===== src/orm_pkg.sv =====
// Package with the constants and types of the option and remap block.
// How it works
// - Low bank bit selects RAM or ROM window
// - Upper bank bit selects RAM or ROM window
// - Sensitivity bit picks edge-and-level or edge-only
// - Sensitivity set at reset, first write only
// - Sensitivity applies to pin and port B
// - Internal clock is oscillator divided by two
// - Low reset pin resets the device
// - Device drives reset pin on internal reset
// - All port pins are inputs during reset
// - Port D has seven lines, bit six absent
// - Per-pin port B interrupt and pull-up option
// - Option register sits at index 3fdf
package orm_pkg;

  // Clock and timing.
  localparam int unsigned CLK_PERIOD_NS = 10;
  localparam int unsigned RST_PULSE_NS  = 1000;
  localparam int unsigned RST_PULSE_CYC =
    (RST_PULSE_NS + CLK_PERIOD_NS - 1) / CLK_PERIOD_NS;
  localparam logic [7:0]  RST_CNT_LOAD  = 8'(RST_PULSE_CYC);
  localparam logic [2:0]  PIN_GUARD     = 3'h7;

  // Register indices; byte address is four times the index.
  localparam logic [13:0] IDX_PORT_A_DATA = 14'h0000;
  localparam logic [13:0] IDX_PORT_B_DATA = 14'h0001;
  localparam logic [13:0] IDX_PORT_C_DATA = 14'h0002;
  localparam logic [13:0] IDX_PORT_D_DATA = 14'h0003;
  localparam logic [13:0] IDX_PORT_A_DIR  = 14'h0004;
  localparam logic [13:0] IDX_PORT_B_DIR  = 14'h0005;
  localparam logic [13:0] IDX_PORT_C_DIR  = 14'h0006;
  localparam logic [13:0] IDX_PORT_D_DIR  = 14'h0007;
  localparam logic [13:0] IDX_OPTION      = 14'h3fdf;
  localparam logic [13:0] IDX_INT_STATUS  = 14'h3fe0;
  localparam logic [13:0] IDX_INT_MASK    = 14'h3fe1;

  // Banked memory windows.
  localparam logic [13:0] LOW_WIN_FIRST = 14'h0020;
  localparam logic [13:0] LOW_WIN_LAST  = 14'h004f;
  localparam logic [13:0] UP_WIN_FIRST  = 14'h0100;
  localparam logic [13:0] UP_WIN_LAST   = 14'h017f;
  localparam logic [7:0]  LOW_WIN_SIZE  = 8'h30;
  localparam int unsigned RAM_DEPTH     = 176;
  localparam logic [7:0]  ROM_FILL      = 8'hff;

  // Option register fields and reset value.
  localparam int unsigned OPT_LOW_BANK_BIT = 0;
  localparam int unsigned OPT_UP_BANK_BIT  = 1;
  localparam int unsigned OPT_SENS_BIT     = 7;
  localparam logic [7:0]  OPT_RESET        = 8'h80;

  // Interrupt status fields and reset values.
  localparam int unsigned ST_IRQ_PIN_BIT = 0;
  localparam int unsigned ST_PORT_B_BIT  = 1;
  localparam int unsigned ST_RESET_BIT   = 2;
  localparam logic [7:0]  ST_USED_MASK   = 8'h07;
  localparam logic [7:0]  STATUS_RESET   = 8'h00;
  localparam logic [7:0]  MASK_RESET     = 8'h00;

  // Port reset values and implemented lines.
  localparam logic [7:0]  DIR_RESET   = 8'h00;
  localparam logic [7:0]  DATA_RESET  = 8'h00;
  localparam logic [7:0]  PORT_D_MASK = 8'hbf;

  // APB request from the master.
  typedef struct packed {
    logic        psel;
    logic        penable;
    logic        pwrite;
    logic [15:0] paddr;
    logic [31:0] pwdata;
  } orm_apb_req_t;

  // Window decode result.
  typedef struct packed {
    logic       win;
    logic       ram;
    logic [7:0] ram_addr;
  } orm_win_t;

endpackage


===== src/orm_ram.sv =====
// Small byte memory holding both banked RAM windows.
`timescale 1ns/1ns
module orm_ram
  import orm_pkg::*;
(
  // Clock.
  input  wire logic       clk_sys,
  // Access.
  input  wire logic       wr_en,
  input  wire logic       rd_en,
  input  wire logic [7:0] addr,
  input  wire logic [7:0] wr_data,
  output logic      [7:0] rd_data
);

  logic [7:0] mem [0:RAM_DEPTH-1];

  // Write port; contents are not cleared by reset.
  always_ff @(posedge clk_sys) begin
    if (wr_en) begin
      mem[addr] <= wr_data;
    end
  end

  // Registered read port.
  always_ff @(posedge clk_sys) begin
    if (rd_en) begin
      rd_data <= mem[addr];
    end
  end

endmodule


===== src/orm_top.sv =====
// Option register, memory remap, interrupt sense, reset pin and ports.
//
// Decided for this implementation: the address map and register access over APB.
`timescale 1ns/1ns
module orm_top
  import orm_pkg::*;
#(
  parameter logic [7:0] PB_IRQ_OPT = 8'h00
)(
  // Clock and reset.
  input  wire logic         clk_sys,
  input  wire logic         srst,
  // APB slave.
  input  wire orm_apb_req_t apb_req,
  output logic              pready,
  output logic       [31:0] prdata,
  output logic              pslverr,
  // Interrupt and internal clock phase.
  output logic              irq_out,
  output logic              cpu_clk_en,
  // External interrupt pin and internal reset source.
  input  wire logic         irq_pin_n,
  input  wire logic         int_reset_req,
  // Reset pin.
  input  wire logic         reset_pin_n_in,
  output logic              reset_pin_n_out,
  output logic              reset_pin_oe,
  // Port A.
  input  wire logic  [7:0]  port_a_lines_in,
  output logic       [7:0]  port_a_lines_out,
  output logic       [7:0]  port_a_lines_oe,
  // Port B.
  input  wire logic  [7:0]  port_b_lines_in,
  output logic       [7:0]  port_b_lines_out,
  output logic       [7:0]  port_b_lines_oe,
  output logic       [7:0]  port_b_pullup_en,
  // Port C.
  input  wire logic  [7:0]  port_c_lines_in,
  output logic       [7:0]  port_c_lines_out,
  output logic       [7:0]  port_c_lines_oe,
  // Port D.
  input  wire logic  [5:0]  port_d_low_lines_in,
  output logic       [5:0]  port_d_low_lines_out,
  output logic       [5:0]  port_d_low_lines_oe,
  input  wire logic         port_d_top_line_in,
  output logic              port_d_top_line_out,
  output logic              port_d_top_line_oe
);

  // Maps an index onto the banked windows and the RAM address.
  function automatic orm_win_t win_map(input logic [13:0] idx,
                                       input logic [7:0]  opt);
    orm_win_t w;
    w = '0;
    if (idx >= LOW_WIN_FIRST && idx <= LOW_WIN_LAST) begin
      w.win      = 1'b1;
      w.ram      = opt[OPT_LOW_BANK_BIT];
      w.ram_addr = 8'(idx - LOW_WIN_FIRST);
    end else if (idx >= UP_WIN_FIRST && idx <= UP_WIN_LAST) begin
      w.win      = 1'b1;
      w.ram      = opt[OPT_UP_BANK_BIT];
      w.ram_addr = 8'(idx - UP_WIN_FIRST) + LOW_WIN_SIZE;
    end
    return w;
  endfunction

  // Input synchroniser stages: irq, reset pin, ports A to D.
  logic [33:0] sync_meta_r;
  logic [33:0] sync_r;
  logic        irq_s;
  logic        rst_pin_s;
  logic [7:0]  pa_s;
  logic [7:0]  pb_s;
  logic [7:0]  pc_s;
  logic [7:0]  pd_s;

  // Reset control.
  logic       rst_req_r;
  logic       rst_any;
  logic [7:0] drive_cnt_r;
  logic [7:0] drive_cnt_nxt;
  logic [2:0] guard_r;
  logic       ext_low;

  // Register state.
  logic [7:0] opt_r;
  logic       sens_locked_r;
  logic [7:0] status_r;
  logic [7:0] status_nxt;
  logic [7:0] mask_r;
  logic [7:0] dir_a_r;
  logic [7:0] dir_b_r;
  logic [7:0] dir_c_r;
  logic [7:0] dir_d_r;
  logic [7:0] dat_a_r;
  logic [7:0] dat_b_r;
  logic [7:0] dat_c_r;
  logic [7:0] dat_d_r;

  // Interrupt detection.
  logic       irq_prev_r;
  logic [7:0] pb_prev_r;
  logic       boot_r;
  logic       phase_r;
  logic       ev_pin;
  logic       ev_pb;
  logic       sens;

  // Bus decode.
  logic [13:0] idx;
  logic        setup;
  logic        access;
  logic        commit;
  logic        wr_commit;
  logic        rd_commit;
  orm_win_t    win;
  logic [7:0]  ram_rd;
  logic [7:0]  rd_val;
  logic        rd_hit;
  logic [7:0]  wbyte;

  // Two flip-flops on every pin before any logic reads it.
  always_ff @(posedge clk_sys) begin
    sync_meta_r <= {irq_pin_n, reset_pin_n_in, port_a_lines_in,
                    port_b_lines_in, port_c_lines_in, port_d_top_line_in,
                    1'b0, port_d_low_lines_in};
    sync_r      <= sync_meta_r;
  end

  assign irq_s     = sync_r[33];
  assign rst_pin_s = sync_r[32];
  assign pa_s      = sync_r[31:24];
  assign pb_s      = sync_r[23:16];
  assign pc_s      = sync_r[15:8];
  assign pd_s      = sync_r[7:0] & PORT_D_MASK;

  // External low on the pin resets us, but not our own drive echo.
  assign ext_low = ~rst_pin_s & (guard_r == 3'h0);
  assign rst_any = srst | rst_req_r;

  // Reset request from the pin or an internal source.
  always_ff @(posedge clk_sys) begin
    if (srst) begin
      rst_req_r <= 1'b0;
    end else begin
      rst_req_r <= ext_low | int_reset_req;
    end
  end

  // Pulse length while the device drives its reset pin low.
  always_comb begin
    drive_cnt_nxt = drive_cnt_r;
    if (srst || int_reset_req) begin
      drive_cnt_nxt = RST_CNT_LOAD;
    end else if (drive_cnt_r != 8'h00) begin
      drive_cnt_nxt = drive_cnt_r - 8'h01;
    end
  end

  // Reset pin drive and echo guard.
  always_ff @(posedge clk_sys) begin
    drive_cnt_r     <= drive_cnt_nxt;
    reset_pin_n_out <= 1'b0;
    reset_pin_oe    <= (drive_cnt_nxt != 8'h00);
    if (drive_cnt_r != 8'h00) begin
      guard_r <= PIN_GUARD;
    end else if (guard_r != 3'h0) begin
      guard_r <= guard_r - 3'h1;
    end
  end

  // Internal operating clock as an enable at half the input rate.
  always_ff @(posedge clk_sys) begin
    if (rst_any) begin
      phase_r    <= 1'b0;
      cpu_clk_en <= 1'b0;
    end else begin
      phase_r    <= ~phase_r;
      cpu_clk_en <= ~phase_r;
    end
  end

  // APB phases and write data.
  assign idx       = apb_req.paddr[15:2];
  assign setup     = apb_req.psel & ~apb_req.penable;
  assign access    = apb_req.psel & apb_req.penable;
  assign commit    = access & pready;
  assign wr_commit = commit & apb_req.pwrite;
  assign rd_commit = commit & ~apb_req.pwrite;
  assign wbyte     = apb_req.pwdata[7:0];
  assign win       = win_map(idx, opt_r);

  // Banked RAM behind both windows.
  orm_ram u_ram (
    .clk_sys (clk_sys),
    .wr_en   (wr_commit & win.win & win.ram),
    .rd_en   (setup & win.win & win.ram),
    .addr    (win.ram_addr),
    .wr_data (wbyte),
    .rd_data (ram_rd)
  );

  // Read data selection and address check.
  always_comb begin
    rd_val = 8'h00;
    rd_hit = 1'b1;
    if (win.win) begin
      rd_val = win.ram ? ram_rd : ROM_FILL;
    end else begin
      case (idx)
        IDX_PORT_A_DATA: rd_val = (dir_a_r & dat_a_r) | (~dir_a_r & pa_s);
        IDX_PORT_B_DATA: rd_val = (dir_b_r & dat_b_r) | (~dir_b_r & pb_s);
        IDX_PORT_C_DATA: rd_val = (dir_c_r & dat_c_r) | (~dir_c_r & pc_s);
        IDX_PORT_D_DATA: rd_val = ((dir_d_r & dat_d_r) | (~dir_d_r & pd_s))
                                  & PORT_D_MASK;
        IDX_PORT_A_DIR:  rd_val = dir_a_r;
        IDX_PORT_B_DIR:  rd_val = dir_b_r;
        IDX_PORT_C_DIR:  rd_val = dir_c_r;
        IDX_PORT_D_DIR:  rd_val = dir_d_r;
        IDX_OPTION:      rd_val = opt_r;
        IDX_INT_STATUS:  rd_val = status_r;
        IDX_INT_MASK:    rd_val = mask_r;
        default:         rd_hit = 1'b0;
      endcase
    end
  end

  // One wait state; answer registered in the first access cycle.
  always_ff @(posedge clk_sys) begin
    if (rst_any) begin
      pready  <= 1'b0;
      prdata  <= 32'h0000_0000;
      pslverr <= 1'b0;
    end else begin
      pready  <= access & ~pready;
      prdata  <= (access & ~pready & ~apb_req.pwrite) ?
                 {24'h00_0000, rd_val} : 32'h0000_0000;
      pslverr <= access & ~pready & ~rd_hit;
    end
  end

  // Option register: banks always writable, sensitivity written once.
  always_ff @(posedge clk_sys) begin
    if (rst_any) begin
      opt_r         <= OPT_RESET;
      sens_locked_r <= 1'b0;
    end else if (wr_commit && idx == IDX_OPTION) begin
      opt_r[OPT_LOW_BANK_BIT] <= wbyte[OPT_LOW_BANK_BIT];
      opt_r[OPT_UP_BANK_BIT]  <= wbyte[OPT_UP_BANK_BIT];
      if (!sens_locked_r) begin
        opt_r[OPT_SENS_BIT] <= wbyte[OPT_SENS_BIT];
      end
      sens_locked_r <= 1'b1;
    end
  end

  // Port direction and data latches; all inputs after reset.
  always_ff @(posedge clk_sys) begin
    if (rst_any) begin
      dir_a_r <= DIR_RESET;
      dir_b_r <= DIR_RESET;
      dir_c_r <= DIR_RESET;
      dir_d_r <= DIR_RESET;
      dat_a_r <= DATA_RESET;
      dat_b_r <= DATA_RESET;
      dat_c_r <= DATA_RESET;
      dat_d_r <= DATA_RESET;
    end else if (wr_commit) begin
      case (idx)
        IDX_PORT_A_DATA: dat_a_r <= wbyte;
        IDX_PORT_B_DATA: dat_b_r <= wbyte;
        IDX_PORT_C_DATA: dat_c_r <= wbyte;
        IDX_PORT_D_DATA: dat_d_r <= wbyte & PORT_D_MASK;
        IDX_PORT_A_DIR:  dir_a_r <= wbyte;
        IDX_PORT_B_DIR:  dir_b_r <= wbyte;
        IDX_PORT_C_DIR:  dir_c_r <= wbyte;
        IDX_PORT_D_DIR:  dir_d_r <= wbyte & PORT_D_MASK;
        default: ;
      endcase
    end
  end

  // Port pin drivers follow the latches.
  assign port_a_lines_out     = dat_a_r;
  assign port_a_lines_oe      = dir_a_r;
  assign port_b_lines_out     = dat_b_r;
  assign port_b_lines_oe      = dir_b_r;
  assign port_c_lines_out     = dat_c_r;
  assign port_c_lines_oe      = dir_c_r;
  assign port_d_low_lines_out = dat_d_r[5:0];
  assign port_d_low_lines_oe  = dir_d_r[5:0];
  assign port_d_top_line_out  = dat_d_r[7];
  assign port_d_top_line_oe   = dir_d_r[7];

  // Pull-ups exist only on pins built with the interrupt option.
  always_ff @(posedge clk_sys) begin
    port_b_pullup_en <= PB_IRQ_OPT;
  end

  // Previous levels for falling-edge detection.
  always_ff @(posedge clk_sys) begin
    if (rst_any) begin
      irq_prev_r <= 1'b1;
      pb_prev_r  <= 8'hff;
      boot_r     <= 1'b1;
    end else begin
      irq_prev_r <= irq_s;
      pb_prev_r  <= pb_s;
      boot_r     <= 1'b0;
    end
  end

  // Edge-only latches a fall; edge-and-level also holds while low.
  assign sens   = opt_r[OPT_SENS_BIT];
  assign ev_pin = sens ? ~irq_s : (irq_prev_r & ~irq_s);
  assign ev_pb  = |(PB_IRQ_OPT & (sens ? ~pb_s
                                       : (pb_prev_r & ~pb_s)));

  // Sticky status; a read clears it but a new event wins.
  always_comb begin
    status_nxt = status_r;
    if (rd_commit && idx == IDX_INT_STATUS) begin
      status_nxt = STATUS_RESET;
    end
    status_nxt[ST_IRQ_PIN_BIT] = status_nxt[ST_IRQ_PIN_BIT] | ev_pin;
    status_nxt[ST_PORT_B_BIT]  = status_nxt[ST_PORT_B_BIT] | ev_pb;
    status_nxt[ST_RESET_BIT]   = status_nxt[ST_RESET_BIT] | boot_r;
  end

  // Status, mask and the interrupt line.
  always_ff @(posedge clk_sys) begin
    if (rst_any) begin
      status_r <= STATUS_RESET;
      mask_r   <= MASK_RESET;
      irq_out  <= 1'b0;
    end else begin
      status_r <= status_nxt;
      if (wr_commit && idx == IDX_INT_MASK) begin
        mask_r <= wbyte & ST_USED_MASK;
      end
      irq_out <= |(status_nxt & mask_r);
    end
  end

endmodule


===== config.mk =====
export PLATFORM = sky130hd
export DESIGN_NAME = orm_top
export DESIGN_NICKNAME = d
export VERILOG_FILES = /design/src/orm_pkg.sv /design/src/orm_ram.sv /design/src/orm_top.sv
export SDC_FILE = /design/constraint.sdc
export NUM_CORES = 2
export LEC_CHECK = 0
export ABC_AREA = 1
export BUFFER_PORTS_ARGS = -buffer_cell sky130_fd_sc_hd__buf_2
export CAP_MARGIN = 20
export CORE_ASPECT_RATIO = 0.5
export CORE_MARGIN = 2
export CORE_UTILIZATION = 53
export DETAILED_ROUTE_END_ITERATION = 16
export PLACE_DENSITY = 0.69
export RECOVER_POWER = 50
export SYNTH_ARGS = -nofsm -noshare
export SYNTH_HDL_FRONTEND = slang
export SYNTH_SLANG_ARGS = --single-unit

===== constraint.sdc =====
create_clock -name clk_sys -period 10.5 [get_ports clk_sys]
set_input_delay 3.15 -clock clk_sys [delete_from_list [all_inputs] [get_ports clk_sys]]
set_output_delay 3.15 -clock clk_sys [all_outputs]
set_load 0.01 [all_outputs]

==> qor.yml <==
route:
  ant_nets: 0
  drt_pass1_iterations: 6
  wl_per_cell_um: 23.99
  wl_um: 172300
  drc: 0
  drtIter0Drc: 5605
  num_vias: 42190
  viasPerCell: 5.874
outcome:
  violations: "max-capacitance violations, max-slew violations"
  run_status: "finished with violations"
power_and_ir_drop:
  ir_drop_mv: 0.1432
  p_sw_uw: 2459
  p_sw_share_pct: 20.22
  intPower_uw: 9704
  pwr-share-clk_pct: 41.3
  total_power_uw: 12160
  pwr-share-comb_pct: 2.1
  pwr-share-seq_pct: 56.6
  p_per_area_nw_per_um2: 177.6
  leakage_uw: 0.02426
synth:
  yosysWarnings: 0
  syn_inst: 5441
  seq_area_frac_synth_pct: 73.58
  synth_area_um2: 62280
  ys_ff_latch: 1581
  ys.flop_type: "edfxtp_1"
  synth-edff-count: 1416
  syn_area_per_cell_um2: 11.45
  async_flop_share_pct: 0
  ys_types: 38
worst_setup_path:
  crit_start: "apb_req[3]"
  cp-end-kind: "flip-flop"
  endpoint: "port_a_lines_oe[3]"
  cp_data_arrival_time_ns: 9.42
  r2r_slack_ns: 6.67
  crit-reg2reg-capture: "u_ram.mem[46][3]"
  start_kind: "input port"
  critPathMaxFanout: 110
  timing.rr.start: "pready"
  required_ns: 11.18
  r2r_cells: 10
  critical_path_class: "in -> reg"
floorplanning:
  die_h_um: 246.4
  start_util_pct: 53.71
  die_area_um2: 120400
  ios: 195
  core-area_um2: 115900
  fp.dieW_um: 488.8
  rows: 88
clock_network:
  cts_max_level: 4
  clockBufferDepth: 3
  clk_pin_slew_ns: 0.07
  cts_tree: "done"
  hold_buffers: 0
  cts_setup_buffers: 0
  clock-sinks: 1581
  clock_latency_ns: 0.77
  numCtsBuffers: 139
  root_buffer: "clkbuf_16"
  postCtsResizedCells: 0
cells_and_area:
  final_common_cell: "nand2_1"
  nNetsFinal: 5601
  finish.utilization_pct: 59.06
  area_growth_pct: 9.955
  mostFrequentLayoutCells: "nand2_1 (1914), edfxtp_1 (1416), nor2_1 (496)"
  drive_above_1_share_pct: 5.553
run:
  maxCapViolCount: 18
timing:
  fin_skew_ns: 0.02174
  max_slew_margin_pct: -320.2
  rsz0062_at_grt: "false"
  finalCriticalPeriod_ns: 8.740
  fmax_mhz: 114.4
  drv_slew: 1452
  fin_setup_tns_ns: 0
  setup_viol_count_final: 0
  final.period_utilization_pct: 83.23
  final_hold_viol_count: 0
  timing.hold.ws_ns: 0.3145
  worstMarginPinSlew_ns: 6.302
placement:
  portBuffers: 135
  gp_congestion: 0.9145
  hpwl_um: 95610
min_path:
  hp-class: "reg -> reg"
  min-delay-start: "sync_meta_r[2]"
grt:
  grt_max_degree: 187
  antenna_found_initial: 4
  grt_remaining_overflow: 0
  grt_pass1_vias: 39750
  grt_pass1_wl_um: 250800
  grt_util_all_layers_pct: 28.29
[cell families after synthesis]
family          count (synthesis)  share of synthesized area [%]
flops                        1581                          73.58
buf+inv                       458                          3.118
fa+ha+maj                      11                         0.2210
xor+xnor                        3                        0.04220
mux                             6                        0.09644
compound gates                399                          3.416
other cells                     1                       0.006022
simple gates                 2982                          19.52
[power groups by stage]
stage               combinational [uW]  sequential (uW)  clock [uW]
floorplan                         92.9             7000           0
global placement                   246             7000           0
detailed placement                 255             7000           0
CTS                                256             6860        5040
global route                       274             6880        5290
finish                             260             6880        5020
[through the flow]
step                      worst slack, ns  std cells  instance area [um^2]
final                               1.760       7182                 68480
after detailed placement            2.413       6936                 64310
after CTS                           3.198       7175                 68650
after global placement              2.547       6936                 64310
after global routing                1.438       7178                 68470
after floorplan                     4.705       5473                 62400
[final cells by class]
type	instances	area (um^2)
inverters	156	605.6
clock inverters	55	516.7
multi-input cells	3434	14690
fillers	9110	47470
flip-flops and latches	1581	45820
clock buffers	184	3815
well taps	1575	1971
repair buffers	191	1041
diodes	6	15.01
[cells in the mapped netlist (6+ instances only)]
library cell	number	share of area, %
a211oi_1	10	0.12
a21oi_1	99	0.80
a221oi_1	10	0.14
and2_1	11	0.11
buf_1	13	0.078
buf_2	70	0.56
buf_4	34	0.41
clkbuf_1	184	1.1
dfxtp_1	165	5.3
edfxtp_1	1416	68
ha_1	11	0.22
inv_1	148	0.89
inv_2	6	0.036
mux2i_1	6	0.096
nand2_1	1920	12
nand3_1	350	2.8
nand4_1	172	1.7
nor2_1	499	3.0
nor3_1	12	0.096
nor4_1	8	0.080
o211ai_1	7	0.084
o21ai_0	220	1.8
o21ai_1	28	0.23
o22ai_1	17	0.17
[state kept, by name, indices dropped and copies added, names as in the netlist, 8 cells and up]
signal and cells:
port_b_lines_out 8, port_b_lines_oe 8, sync_meta_r 33, u_ram.mem 1408
u_ram.rd_data 8, sync_r 33, prdata 8, port_a_lines_oe 8
port_c_lines_oe 8, port_c_lines_out 8, drive_cnt_r 8, port_a_lines_out 8
[critical path, stage by stage]
cell	delay (ns)
clkbuf_1	3.95
clkbuf_2	1.75
o21ai_0	0.25
a21oi_1	0.23
[worst min path at each step]
stage | to | cells past startpoint
global route | sync_r[2] | 0
floorplan | sync_r[0] | 0
global placement | sync_r[28] | 0
finish | sync_r[2] | 0
CTS | sync_r[2] | 0
detailed placement | sync_r[5] | 0
[layer usage]
layer  part of all wire, %  track usage, %  wire length (um)
met5                0.0064               0                11
met3                    12           6.865             21370
met4                   3.2           10.82              5589
met2                    45           43.38             77600
met1                    39           39.34             67690
Power figures use the tool's default switching activity.
